[src/rtl/dma_pkg.sv]
// shared constants for the four-channel frame dma engine
package dma_pkg;
   localparam int          NUM_CH          = 4;
   localparam int          AW              = 32;
   localparam int          DW              = 16;
   localparam logic [31:0] SER_CH_B_OFFSET = 32'h0000_0040;
   localparam logic [15:0] FIFO_BYTES      = 16'h0020;
   localparam logic [15:0] WORD_BYTES      = 16'h0002;
   localparam logic [31:0] DESC_STEP       = 32'h0000_0004;
   localparam logic [31:0] CHAIN_STEP      = 32'h0000_0008;
   // register byte offsets on the axi4-lite slave
   localparam logic [7:0]  REG_MODE        = 8'h00;
   localparam logic [7:0]  REG_DELAY       = 8'h04;
   localparam logic [7:0]  REG_BURST_LIMIT = 8'h08;
   localparam logic [7:0]  REG_COMMAND     = 8'h0C;
   localparam logic [7:0]  REG_STATUS      = 8'h10;
   localparam logic [7:0]  REG_SER_BASE    = 8'h14;
   localparam logic [7:0]  REG_CMD_PTR0    = 8'h20;
   localparam logic [7:0]  REG_XFER_CNT0   = 8'h30;
   // mode register: bit0 local, bit1 bus16, bit2 irq mask all, bit3 rotate
   localparam logic [31:0] MODE_RESET      = 32'h0000_000F;
   localparam int          MODE_ROTATE_BIT = 3;
   // command block words: ctrl, src, dst, count; ctrl bits below
   localparam int          CB_CHAIN_BIT    = 0;
   localparam int          CB2_STOP_BIT    = 0;
   localparam logic [1:0]  RESP_OKAY       = 2'b00;
   localparam logic [1:0]  RESP_SLVERR     = 2'b10;
endpackage

[src/rtl/dma_arbiter.sv]
// rotating-priority request arbiter over the four channels
`default_nettype none
module dma_arbiter (
   input  wire logic       aclk,      // clock
   input  wire logic       aresetn,   // sync reset, low
   input  wire logic [3:0] req,       // channel requests
   input  wire logic       rotate,    // rotating vs fixed priority
   input  wire logic       advance,   // grant consumed
   output logic      [3:0] grant      // one-hot grant
);
   import dma_pkg::*;
   logic [1:0] last_r;
   logic [1:0] idx;

   always_comb begin
      grant = 4'h0;
      idx   = 2'h0;
      for (int k = NUM_CH; k >= 1; k--) begin
         idx = rotate ? 2'(last_r + 2'(k)) : 2'(NUM_CH - k);
         if (req[idx]) begin
            grant = 4'h0;
            grant[idx] = 1'b1;
         end
      end
   end

   always_ff @(posedge aclk) begin
      if (!aresetn) begin
         last_r <= 2'h3;
      end else if (advance && grant != 4'h0) begin
         for (int k = 0; k < NUM_CH; k++) begin
            if (grant[k]) begin
               last_r <= 2'(k);
            end
         end
      end
   end
endmodule
`default_nettype wire

[src/rtl/dma_engine.sv]
// four-channel frame dma engine with command-block channel programs
//
// Added by the designer: the AXI4-Lite slave port and the register offsets.
`default_nettype none
module dma_engine (
   input  wire logic        aclk,           // clock
   input  wire logic        aresetn,        // sync reset, low
   input  wire logic [7:0]  s_axi_awaddr,   // write address
   input  wire logic        s_axi_awvalid,  // write address valid
   output logic             s_axi_awready,  // write address ready
   input  wire logic [31:0] s_axi_wdata,    // write data
   input  wire logic [3:0]  s_axi_wstrb,    // write strobes
   input  wire logic        s_axi_wvalid,   // write data valid
   output logic             s_axi_wready,   // write data ready
   output logic [1:0]       s_axi_bresp,    // write response
   output logic             s_axi_bvalid,   // write response valid
   input  wire logic        s_axi_bready,   // write response ready
   input  wire logic [7:0]  s_axi_araddr,   // read address
   input  wire logic        s_axi_arvalid,  // read address valid
   output logic             s_axi_arready,  // read address ready
   output logic [31:0]      s_axi_rdata,    // read data
   output logic [1:0]       s_axi_rresp,    // read response
   output logic             s_axi_rvalid,   // read valid
   input  wire logic        s_axi_rready,   // read ready
   input  wire logic [1:0]  receive_dma_request,  // serial A/B receive requests, async
   input  wire logic [1:0]  transmit_dma_request, // serial A/B transmit requests, async
   output logic             mem_req,        // bus cycle request
   output logic             mem_we,         // bus write
   output logic [31:0]      mem_addr,       // bus byte address
   output logic [31:0]      mem_wdata,      // bus write data
   input  wire logic        mem_ack,        // bus cycle done
   input  wire logic [31:0] mem_rdata,      // bus read data
   output logic             bus_hold        // engine owns the bus
);
   import dma_pkg::*;

   typedef enum logic [2:0] {
      ST_IDLE  = 3'b000,
      ST_FETCH = 3'b001,
      ST_READ  = 3'b010,
      ST_WRITE = 3'b011,
      ST_CTRL  = 3'b100,
      ST_CHAIN = 3'b101,
      ST_DELAY = 3'b110
   } state_t;

   state_t      state_r;
   logic [31:0] mode_r, delay_r, burst_lim_r, ser_base_r;
   logic [31:0] cmd_ptr_r [NUM_CH];
   logic [31:0] src_r     [NUM_CH];
   logic [31:0] dst_r     [NUM_CH];
   logic [15:0] cnt_r     [NUM_CH];
   logic [31:0] moved_r   [NUM_CH];
   logic [NUM_CH-1:0] active_r, chain_r, loaded_r, stopped_r;
   logic [1:0]  cur_r;
   logic [1:0]  word_r;
   logic [31:0] hold_r, burst_r, dly_r;
   logic [2:0]  rx_s0_r, rx_s1_r, rx_s2_r, tx_s0_r, tx_s1_r, tx_s2_r;
   logic [1:0]  rx_req_r, tx_req_r;
   logic [3:0]  req, grant;
   logic        advance, throttled;

   function automatic logic [31:0] fifo_addr(input logic [1:0] ch);
      return ser_base_r + (ch[0] ? SER_CH_B_OFFSET : 32'h0);
   endfunction

   function automatic logic is_rx(input logic [1:0] ch);
      return !ch[1];
   endfunction

   // three-stage sync; the request changes once stages two and three agree
   always_ff @(posedge aclk) begin
      if (!aresetn) begin
         rx_s0_r <= 3'h0; rx_s1_r <= 3'h0; rx_s2_r <= 3'h0;
         tx_s0_r <= 3'h0; tx_s1_r <= 3'h0; tx_s2_r <= 3'h0;
         rx_req_r <= 2'h0; tx_req_r <= 2'h0;
      end else begin
         rx_s0_r <= {1'b0, receive_dma_request};
         rx_s1_r <= rx_s0_r;
         rx_s2_r <= rx_s1_r;
         tx_s0_r <= {1'b0, transmit_dma_request};
         tx_s1_r <= tx_s0_r;
         tx_s2_r <= tx_s1_r;
         for (int k = 0; k < 2; k++) begin
            if (rx_s1_r[k] == rx_s2_r[k]) rx_req_r[k] <= rx_s2_r[k];
            if (tx_s1_r[k] == tx_s2_r[k]) tx_req_r[k] <= tx_s2_r[k];
         end
      end
   end

   // stopped channels never request pacing by fifo side request
   assign req = active_r & {tx_req_r, rx_req_r};

   // a zero limit means no throttling at all, whatever the delay
   assign throttled = (burst_lim_r != 32'h0) && (burst_r >= burst_lim_r);
   assign advance   = (state_r == ST_IDLE) && (grant != 4'h0);

   dma_arbiter u_arb (
      .aclk    (aclk),
      .aresetn (aresetn),
      .req     (req),
      .rotate  (mode_r[MODE_ROTATE_BIT]),
      .advance (advance),
      .grant   (grant)
   );

   // ---------------- axi4-lite slave ----------------
   logic        aw_have_r, w_have_r;
   logic [7:0]  aw_addr_r;
   logic [31:0] w_data_r;
   logic [3:0]  w_strb_r;
   logic        do_write;
   logic [3:0]  start_pulse;
   logic [3:0]  ptr_write;

   assign s_axi_awready = !aw_have_r && !s_axi_bvalid;
   assign s_axi_wready  = !w_have_r && !s_axi_bvalid;
   assign s_axi_arready = !s_axi_rvalid;
   assign do_write      = aw_have_r && w_have_r && !s_axi_bvalid;

   function automatic logic [31:0] merge(input logic [31:0] old, input logic [31:0] d,
                                         input logic [3:0] s);
      logic [31:0] r;
      r = old;
      for (int b = 0; b < 4; b++) if (s[b]) r[8*b +: 8] = d[8*b +: 8];
      return r;
   endfunction

   always_comb begin
      start_pulse = 4'h0;
      ptr_write   = 4'h0;
      if (do_write) begin
         if (aw_addr_r == REG_COMMAND && w_strb_r[0]) start_pulse = w_data_r[3:0];
         for (int k = 0; k < NUM_CH; k++)
            if (aw_addr_r == REG_CMD_PTR0 + 8'(4*k)) ptr_write[k] = 1'b1;
      end
   end

   always_ff @(posedge aclk) begin
      if (!aresetn) begin
         aw_have_r <= 1'b0; w_have_r <= 1'b0; aw_addr_r <= 8'h0;
         w_data_r <= 32'h0; w_strb_r <= 4'h0;
         s_axi_bvalid <= 1'b0; s_axi_bresp <= RESP_OKAY;
      end else begin
         if (s_axi_awvalid && s_axi_awready) begin
            aw_have_r <= 1'b1;
            aw_addr_r <= s_axi_awaddr;
         end
         if (s_axi_wvalid && s_axi_wready) begin
            w_have_r <= 1'b1;
            w_data_r <= s_axi_wdata;
            w_strb_r <= s_axi_wstrb;
         end
         if (do_write) begin
            aw_have_r    <= 1'b0;
            w_have_r     <= 1'b0;
            s_axi_bvalid <= 1'b1;
            s_axi_bresp  <= (aw_addr_r <= REG_SER_BASE || ptr_write != 4'h0)
                            ? RESP_OKAY : RESP_SLVERR;
         end else if (s_axi_bvalid && s_axi_bready) begin
            s_axi_bvalid <= 1'b0;
         end
      end
   end

   always_ff @(posedge aclk) begin
      if (!aresetn) begin
         mode_r <= MODE_RESET;
         delay_r <= 32'h0; burst_lim_r <= 32'h0; ser_base_r <= 32'h0;
         for (int k = 0; k < NUM_CH; k++) cmd_ptr_r[k] <= 32'h0;
      end else if (do_write) begin
         unique case (aw_addr_r)
            REG_MODE:        mode_r      <= merge(mode_r, w_data_r, w_strb_r);
            REG_DELAY:       delay_r     <= merge(delay_r, w_data_r, w_strb_r);
            REG_BURST_LIMIT: burst_lim_r <= merge(burst_lim_r, w_data_r, w_strb_r);
            REG_SER_BASE:    ser_base_r  <= merge(ser_base_r, w_data_r, w_strb_r);
            default: begin
               for (int k = 0; k < NUM_CH; k++)
                  if (ptr_write[k]) cmd_ptr_r[k] <= merge(cmd_ptr_r[k], w_data_r, w_strb_r);
            end
         endcase
      end
   end

   always_ff @(posedge aclk) begin
      if (!aresetn) begin
         s_axi_rvalid <= 1'b0; s_axi_rdata <= 32'h0; s_axi_rresp <= RESP_OKAY;
      end else if (s_axi_arvalid && s_axi_arready) begin
         s_axi_rvalid <= 1'b1;
         s_axi_rresp  <= RESP_OKAY;
         s_axi_rdata  <= 32'h0;
         unique case (s_axi_araddr)
            REG_MODE:        s_axi_rdata <= mode_r;
            REG_DELAY:       s_axi_rdata <= delay_r;
            REG_BURST_LIMIT: s_axi_rdata <= burst_lim_r;
            REG_COMMAND:     s_axi_rdata <= 32'h0;
            REG_STATUS:      s_axi_rdata <= {20'h0, stopped_r, 4'h0, active_r};
            REG_SER_BASE:    s_axi_rdata <= ser_base_r;
            default: begin
               s_axi_rresp <= RESP_SLVERR;
               for (int k = 0; k < NUM_CH; k++) begin
                  if (s_axi_araddr == REG_CMD_PTR0 + 8'(4*k)) begin
                     s_axi_rdata <= cmd_ptr_r[k];
                     s_axi_rresp <= RESP_OKAY;
                  end
                  if (s_axi_araddr == REG_XFER_CNT0 + 8'(4*k)) begin
                     s_axi_rdata <= moved_r[k];
                     s_axi_rresp <= RESP_OKAY;
                  end
               end
            end
         endcase
      end else if (s_axi_rvalid && s_axi_rready) begin
         s_axi_rvalid <= 1'b0;
      end
   end

   // ---------------- channel engine ----------------
   assign mem_req  = (state_r == ST_FETCH) || (state_r == ST_READ) ||
                     (state_r == ST_WRITE) || (state_r == ST_CTRL) || (state_r == ST_CHAIN);
   assign bus_hold = mem_req;

   always_comb begin
      mem_we    = 1'b0;
      mem_addr  = 32'h0;
      mem_wdata = 32'h0;
      unique case (state_r)
         ST_FETCH: mem_addr = cmd_ptr_r[cur_r] + 32'(word_r) * DESC_STEP;
         ST_CTRL:  mem_addr = cmd_ptr_r[cur_r] + 32'(NUM_CH) * DESC_STEP;
         // chain list sits at the data pointer: destination on receive, source on transmit
         ST_CHAIN: mem_addr = (is_rx(cur_r) ? dst_r[cur_r] : src_r[cur_r])
                              + 32'(word_r) * DESC_STEP;
         // receive reads fifo, transmit reads memory
         ST_READ:  mem_addr = is_rx(cur_r) ? fifo_addr(cur_r) : src_r[cur_r];
         ST_WRITE: begin
            mem_we    = 1'b1;
            mem_addr  = is_rx(cur_r) ? dst_r[cur_r] : fifo_addr(cur_r);
            mem_wdata = hold_r;
         end
         default: mem_addr = 32'h0;
      endcase
   end

   always_ff @(posedge aclk) begin
      if (!aresetn) begin
         state_r <= ST_IDLE; cur_r <= 2'h0; word_r <= 2'h0; hold_r <= 32'h0;
         burst_r <= 32'h0; dly_r <= 32'h0;
         active_r <= 4'h0; chain_r <= 4'h0; loaded_r <= 4'h0; stopped_r <= 4'h0;
         for (int k = 0; k < NUM_CH; k++) begin
            src_r[k] <= 32'h0; dst_r[k] <= 32'h0; cnt_r[k] <= 16'h0; moved_r[k] <= 32'h0;
         end
      end else begin
         // new pointer plus start rearms a channel
         for (int k = 0; k < NUM_CH; k++) begin
            if (ptr_write[k]) loaded_r[k] <= 1'b1;
            if (start_pulse[k] && loaded_r[k] && !active_r[k]) begin
               active_r[k]  <= 1'b1;
               stopped_r[k] <= 1'b0;
               loaded_r[k]  <= 1'b0;
               cnt_r[k]     <= 16'h0;
               moved_r[k]   <= 32'h0;
            end
         end
         unique case (state_r)
            ST_IDLE: begin
               burst_r <= 32'h0;
               if (grant != 4'h0) begin
                  for (int k = 0; k < NUM_CH; k++) if (grant[k]) cur_r <= 2'(k);
                  word_r  <= 2'h0;
                  state_r <= ST_FETCH;
               end
            end
            ST_FETCH: if (mem_ack) begin
               // once a block is loaded only word 0 is read again, and that word is discarded
               if (cnt_r[cur_r] != 16'h0) begin
                  state_r <= ST_READ;
               end else begin
                  unique case (word_r)
                     2'h0: chain_r[cur_r] <= mem_rdata[CB_CHAIN_BIT];
                     2'h1: src_r[cur_r]   <= mem_rdata;
                     2'h2: dst_r[cur_r]   <= mem_rdata;
                     2'h3: cnt_r[cur_r]   <= mem_rdata[15:0];
                  endcase
                  word_r <= 2'(word_r + 2'h1);
                  if (word_r == 2'h3)
                     state_r <= (mem_rdata[15:0] == 16'h0) ? ST_CTRL : ST_READ;
               end
            end
            ST_READ: if (mem_ack) begin
               hold_r  <= mem_rdata;
               state_r <= ST_WRITE;
            end
            ST_WRITE: if (mem_ack) begin
               // words keep moving while the request stays high and the burst limit is not reached; a late-dropping request moves one more
               if (is_rx(cur_r)) dst_r[cur_r] <= dst_r[cur_r] + 32'(WORD_BYTES);
               else              src_r[cur_r] <= src_r[cur_r] + 32'(WORD_BYTES);
               moved_r[cur_r] <= moved_r[cur_r] + 32'(WORD_BYTES);
               burst_r        <= burst_r + 32'h1;
               cnt_r[cur_r]   <= (cnt_r[cur_r] > WORD_BYTES) ? cnt_r[cur_r] - WORD_BYTES
                                                             : 16'h0;
               if (cnt_r[cur_r] <= WORD_BYTES) begin
                  word_r  <= 2'h0;
                  // chained piece ends: fetch next element, request falls meanwhile
                  state_r <= chain_r[cur_r] ? ST_CHAIN : ST_CTRL;
               end else if (!req[cur_r] || throttled) begin
                  dly_r   <= delay_r;
                  state_r <= ST_DELAY;
               end else begin
                  state_r <= ST_READ;
               end
            end
            ST_CHAIN: if (mem_ack) begin
               // element at the data pointer: next pointer then 16-bit byte count
               word_r <= 2'(word_r + 2'h1);
               if (word_r == 2'h0) begin
                  hold_r <= mem_rdata;
               end else begin
                  if (is_rx(cur_r)) dst_r[cur_r] <= hold_r;
                  else              src_r[cur_r] <= hold_r;
                  cnt_r[cur_r] <= mem_rdata[15:0];
                  if (mem_rdata[15:0] == 16'h0) begin
                     state_r <= ST_CTRL;
                  end else begin
                     dly_r   <= delay_r;
                     state_r <= ST_DELAY;
                  end
               end
            end
            ST_CTRL: if (mem_ack) begin
               // conditional stop once the count is spent
               if (mem_rdata[CB2_STOP_BIT]) begin
                  active_r[cur_r]  <= 1'b0;
                  stopped_r[cur_r] <= 1'b1;
               end
               state_r <= ST_IDLE;
            end
            ST_DELAY: begin
               if (dly_r == 32'h0) state_r <= ST_IDLE;
               else dly_r <= dly_r - 32'h1;
            end
            default: state_r <= ST_IDLE;
         endcase
      end
   end
endmodule
`default_nettype wire

[config.mk]
export PLATFORM = sky130hd
export DESIGN_NAME = dma_engine
export DESIGN_NICKNAME = d
export VERILOG_FILES = /design/src/rtl/dma_pkg.sv /design/src/rtl/dma_arbiter.sv /design/src/rtl/dma_engine.sv
export SDC_FILE = /design/constraint.sdc
export NUM_CORES = 2
export LEC_CHECK = 0
export ABC_AREA = 1
export BUFFER_PORTS_ARGS = -buffer_cell sky130_fd_sc_hd__buf_2
export CORE_MARGIN = 10
export CORE_UTILIZATION = 55
export CTS_CLUSTER_DIAMETER = 40
export DETAILED_ROUTE_END_ITERATION = 10
export PLACE_DENSITY = 0.81
export REMOVE_ABC_BUFFERS = 1
export SLEW_MARGIN = 20
export SYNTH_ARGS = -nofsm -noshare
export SYNTH_HDL_FRONTEND = slang
export SYNTH_SLANG_ARGS = --single-unit
export TNS_END_PERCENT = 50
[constraint.sdc]
create_clock -name aclk -period 5.8 [get_ports aclk]
set_input_delay 1.45 -clock aclk [delete_from_list [all_inputs] [get_ports aclk]]
set_output_delay 1.45 -clock aclk [all_outputs]
set_load 0.03 [all_outputs]
; Yosys cells after proc, flatten, opt, wreduce, memory -nomap -nowiden
; Memories as Yosys holds them, arrays and structs flattened. A register that Yosys moved wholly into a read port is not among the register bits.
; Index checks and enable logic that the tools add are counted.
[op_classes]
addsub = 14
order_cmp = 14
n_eq_ne = 50
n_mux = 326
bitwise_logic = 24
n_reduce_logical = 90
[op_table]
columns = op, count
row1 = $mux W32, 37
row2 = $mux W8, 80
row3 = $pmux W32 S6, 1
row4 = $pmux W32 S5, 1
row5 = $pmux W32 S2, 2
row6 = $mux W1, 119
row7 = $mux W16, 7
row8 = $add A32 B2 Y32 const B, 3
row9 = $eq A8 B6 Y1 const B, 12
row10 = $pmux W32 S3, 1
row11 = $mux W2, 37
row12 = $add A32 B4 Y32, 2
row13 = $reduce_or A32 Y1, 2
row14 = $mux W4, 13
row15 = $reduce_and A3 Y1, 16
row16 = $mux W3, 13
row17 = $add A32 B1 Y32 const B, 1
row18 = $add A32 B5 Y32 const B, 1
row19 = $add A32 B7 Y32, 1
row20 = $eq A8 B4 Y1 const B, 4
row21 = $ge A32 B32 Y1, 1
row22 = $logic_not A32 Y1, 1
row23 = $reduce_bool A32 Y1, 1
row24 = $sub A32 B1 Y32 const B, 1
row25 = 49 further kinds, 161
[word_totals]
regBits = 349
ram_bits = 576
inputBits = 96
out_inout_bits = 108
elab_cells = 573
memories = 5
[memory_table]
columns = memory, words, width, rd, rd_ports_with_merged_regs, wr, line
row1 = cmd_ptr_r, 4, 32, 5, 1, 4, dma_engine.sv:49  ; logic [31:0] cmd_ptr_r [NUM_CH];
row2 = dst_r, 4, 32, 1, 1, 4, dma_engine.sv:51  ; logic [31:0] dst_r [NUM_CH];
row3 = moved_r, 4, 32, 5, 1, 5, dma_engine.sv:53  ; logic [31:0] moved_r [NUM_CH];
row4 = src_r, 4, 32, 1, 1, 4, dma_engine.sv:50  ; logic [31:0] src_r [NUM_CH];
row5 = cnt_r, 4, 16, 1, 1, 5, dma_engine.sv:52  ; logic [15:0] cnt_r [NUM_CH];

; Depth between registers and ports, before layout
[depth]
word_depth = 15
mapped_depth = 27

; Hierarchy
; From an unflattened synthesis, not the netlist that was laid out.
[hier_totals]
cells_unflattened = 6861
hier_area_um2 = 52026.1
[by_module_without_submodules]
columns = mod, n_inst, cells_each, area_per_inst_um2, seq_area_each_um2
row1 = dma_engine, 1, 6750, 51459.4, 24243.3
row2 = dma_arbiter, 1, 111, 566.8, 40.0

; Worst setup path after synthesis
; Ideal clock, no wire load.
[synth_path]
kind = in2reg
from = input aresetn
to = memory src_r[3][0] (enable)
setup_ns = 0.466
t_arrival_ns = 4.594
t_required_ns = 5.334
setup_slack_ns = 0.740
path_stages = 7
cell_sequence = clkinv_1 -> nor2_1 -> nand3_2 -> nand2_2 -> inv_2 -> buf_2 -> o21ai_0
[synth_rtl]
columns = item, line
row1 = start: declaration, dma_engine.sv:7  ; input wire logic aresetn,
row2 = end: declaration, dma_engine.sv:50

==> impl_metrics.toml <==
[floorplan]
fp.dieW_um = 325
initial_utilization_pct = 55.7
fp.coreArea_mm2 = 0.0921
pin_count = 204
die_boundary_height_um = 325
die_footprint_mm2 = 0.106
core.rowCount = 111

[route]
antenna_left = 0
drt_pass1_iterations = 8
detail_route.vias_per_cell = 6.23
drtIter0Drc = 7711
routed_wire_length_um = 208000
routed_wirelength_normalized_by_instance_count_um = 25.4
via_count = 51000
route.detailed.drc = 0

[sta]
number_of_hold_violations_in_the_final_report = 0
finalCritPeriodShare_pct = 99.1
rsz0062_at_grt = "true"
max_slew.worst_pin.slew_ns = 1.08
slew_viol_final = 0
post-route-worst-setup-slack_ns = 0.0515
timing.final.setup_violations = 0
setup_total_negative_slack_ns = 0
fmaxAchievable_mhz = 174
worst_slew_margin_rel_pct = 27.2
final.hold.worst_slack_ns = 0.415
finClkSkew_ns = 0.0485
period_needed_ns = 5.75

[worst_setup_path]
setup.worst_path.start_class = "register"
critPathMaxFanout = 40
cp.arrival_ns = 4.30
end_kind = "output port"
crit_required_ns = 4.35
crit_type = "reg -> out"
timing.reg2reg.setup_slack_ns = 1.11
regToRegEndpoint = "dst_r[0][9]$_SDFFCE_PN0P_"
rr_worst_depth = 14

[run]
maxCapViolations = 0

[final_layout]
multiInputGateArea_mm2 = 0.0229
synthToLayoutAreaGrowth_pct = 12.4
layout.filler_cells = 8082
utilization_pct = 62.6
stdcell_count = 8197
final_net_count = 6995
seq_area_mm2 = 0.0243
drive_gt1_share_pct = 10.6
stdcell_area_mm2 = 0.0577
insertedDiodeCount = 0

[synth]
synthCells = 6714
synth_enable_flop_cells = 576
synth_seq_cells = 925
synth_flop_cell = "sky130_fd_sc_hd__edfxtp_1"
yosysSeqAreaShare_pct = 47.3
synthesis.area_per_instance_um2 = 7.64
synthAdderAreaFrac_pct = 1.21
synth_area_leaders = "sky130_fd_sc_hd__edfxtp_1 34%, sky130_fd_sc_hd__dfxtp_1 14%, sky130_fd_sc_hd__nand2_1 11%, sky130_fd_sc_hd__nor2_1 7.4%, sky130_fd_sc_hd__a21oi_1 5.1%"
synth.most_common_cell = "sky130_fd_sc_hd__nand2_1"
synth_compound_area_share_pct = 14.1
postSynth.asyncResetShare_pct = 0
main_combinational_cell_family_by_area_after_synthesis = "simple AND/OR/NAND/NOR gates"
synth.mux.area_fraction_pct = 0.0390
synth_commonest_cells = "1539 x sky130_fd_sc_hd__nand2_1, 1016 x sky130_fd_sc_hd__nor2_1, 582 x sky130_fd_sc_hd__inv_1, 576 x sky130_fd_sc_hd__edfxtp_1, 526 x sky130_fd_sc_hd__a21oi_1"
synth.top_cell.area_share_pct = 33.7
synth.largest_area_cell = "sky130_fd_sc_hd__edfxtp_1"
simple_logic_cell_fraction_of_the_synthesized_area_pct = 27.7
synthesis.area_mm2 = 0.0513
ys_types = 79
synthesis.yosys.warnings = 0
yosys.area_share.xor_xnor_pct = 1.28

[place]
post-place-ws_ns = 0.550
dpl_cells = 7963
port_buffers = 201
hpwlAfterDp_um = 151000
gpl.final_weighted_congestion = 1.09
place_area_mm2 = 0.0533

[global_routing]
grt-ovfl-total = 0
grt_first_pass_wirelength_um = 303000
via_count_of_the_first_global_routing_pass = 47400
global_route.usage.total_pct = 37.4
antenna_violations_before_repair = 4
grt_start_max_net_pins = 163

[hold_path]
worst_hold_path_endpoint = "rx_s2_r[1]$_SDFF_PN0_"
hold_class = "reg -> reg"
launch_instance_of_the_worst_min_delay_path = "rx_s1_r[1]$_SDFF_PN0_"
worstHoldPathCells = 2

[clock_network]
clk_pin_slew_ns = 0.06
worstSkewPairLatency_ns = 0.75
cts_root_buf = "sky130_fd_sc_hd__clkbuf_16"
tritoncts.num_buffers = 119
maximum_buffer_depth_of_the_clock_tree = 3
cts-htree-levels = 3
ctsHoldBuffers = 0
cts_tree = "built"
numClockSinks = 925

[power_and_ir_drop]
total_power_mw = 21.8
power_density_mw_per_mm2 = 378
p_leak_nw = 23.5
highest_ir_drop_seen_on_vdd_mv = 0.301

[run_status]
status = "complete, no violations"
[cell type report]
type,count,area share [%]
clock inverters,86,1.53
well taps,1243,2.70
clock buffers,139,5.56
inverters,657,4.32
multi-input cells,4797,39.7
repair buffers,350,4.03
flip-flops and latches,925,42.1
[per-layer routing]
layer  wire [um]  global-route usage (%)  vias to the layer above
met3       24700                    8.68                      795
met2       90200                    57.1                     3630
met4       18100                    27.1                        6
met1       75000                    46.3                    23800
li1            -                       -                    22800
met5          45                       0                        -
[what timing repair did]
action | 4_1_cts | 5_1_grt
buffers inserted | 5 | 2
cloned | 0 | 2
endpoints found under the hold margin | 0 | 0
pin swaps | 0 | 2
gates resized for setup | 3 | 43
setup endpoints to repair | 17 | 21
[layout by cell type (no fill, tap or decap), types with 14 or more instances in the layout]
master and instances:
sky130_fd_sc_hd__a31oi_1 24, sky130_fd_sc_hd__o22ai_1 34, sky130_fd_sc_hd__nor4_1 20, sky130_fd_sc_hd__o21ai_1 29, sky130_fd_sc_hd__nor2_1 1001, sky130_fd_sc_hd__xor2_1 56, sky130_fd_sc_hd__a22oi_1 14, sky130_fd_sc_hd__ha_1 48
sky130_fd_sc_hd__inv_2 33, sky130_fd_sc_hd__nand3_1 503, sky130_fd_sc_hd__nor3_1 80, sky130_fd_sc_hd__nand2_1 1533, sky130_fd_sc_hd__clkinv_1 47, sky130_fd_sc_hd__inv_1 581, sky130_fd_sc_hd__nand4_1 102, sky130_fd_sc_hd__buf_2 199
sky130_fd_sc_hd__clkinv_2 14, sky130_fd_sc_hd__o211ai_1 46, sky130_fd_sc_hd__dfxtp_1 346, sky130_fd_sc_hd__xnor2_1 19, sky130_fd_sc_hd__buf_4 131, sky130_fd_sc_hd__nor2_2 45, sky130_fd_sc_hd__a21oi_1 521, sky130_fd_sc_hd__clkbuf_16 124
sky130_fd_sc_hd__o21ai_0 481, sky130_fd_sc_hd__nand2_2 14, sky130_fd_sc_hd__edfxtp_1 576, sky130_fd_sc_hd__a221oi_1 25
[cell families after synthesis]
family / count (synthesis)
mux: 2
fa+ha+maj: 49
other cells: 1
xor+xnor: 75
flops: 925
compound gates: 1286
simple gates: 3383
buf+inv: 993
[sequential cells by signal, indices dropped and copies added, names as in the netlist, 64 cells and up, named ones only]
| name | cells |
|---|---|
| cmd_ptr_r | 128 |
| cnt_r | 64 |
| dst_r | 128 |
| moved_r | 128 |
| src_r | 128 |
[worst max path at each step]
| stage | end | slack [ns] | cells past startpoint |
|---|---|---|---|
| after global routing | mem_addr[20] | -0.03 | 20 |
| after detailed placement | mem_addr[28] | 0.55 | 18 |
| after floorplan | src_r[3][0]$_DFFE_PP_ | -5.98 | 11 |
| after global placement | mem_addr[26] | 0.55 | 23 |
| final | mem_addr[31] | 0.05 | 18 |
| after CTS | mem_addr[16] | 0.02 | 20 |
[where the power goes]
| part | internal, mW | switching [mW] | total, mW | leakage [nW] |
|---|---|---|---|---|
| clock | 4.36 | 3.15 | 7.51 | 1.99 |
| sequential | 7.29 | 0.234 | 7.52 | 8.78 |
| combinational | 1.67 | 5.08 | 6.75 | 12.7 |
[worst max-delay path, stage by stage (launching register included)]
cell and delay, ns:
sky130_fd_sc_hd__dfxtp_4 0.43, sky130_fd_sc_hd__inv_16 0.21, sky130_fd_sc_hd__buf_6 0.33, sky130_fd_sc_hd__nand2_1 0.10, sky130_fd_sc_hd__nand3_1 0.08, sky130_fd_sc_hd__nand2_1 0.24, sky130_fd_sc_hd__nand2_1 0.24, sky130_fd_sc_hd__nand3_1 0.12
sky130_fd_sc_hd__nand2_1 0.19, sky130_fd_sc_hd__nand2_1 0.19, sky130_fd_sc_hd__nor2_2 0.22, sky130_fd_sc_hd__nand2_1 0.11, sky130_fd_sc_hd__nor3_2 0.29, sky130_fd_sc_hd__nand2_1 0.08, sky130_fd_sc_hd__nand2_1 0.06, sky130_fd_sc_hd__nand3_1 0.06
sky130_fd_sc_hd__a21oi_1 0.17, sky130_fd_sc_hd__buf_4 0.19, sky130_fd_sc_hd__buf_2 0.21
(Power assumes the default switching activity.)
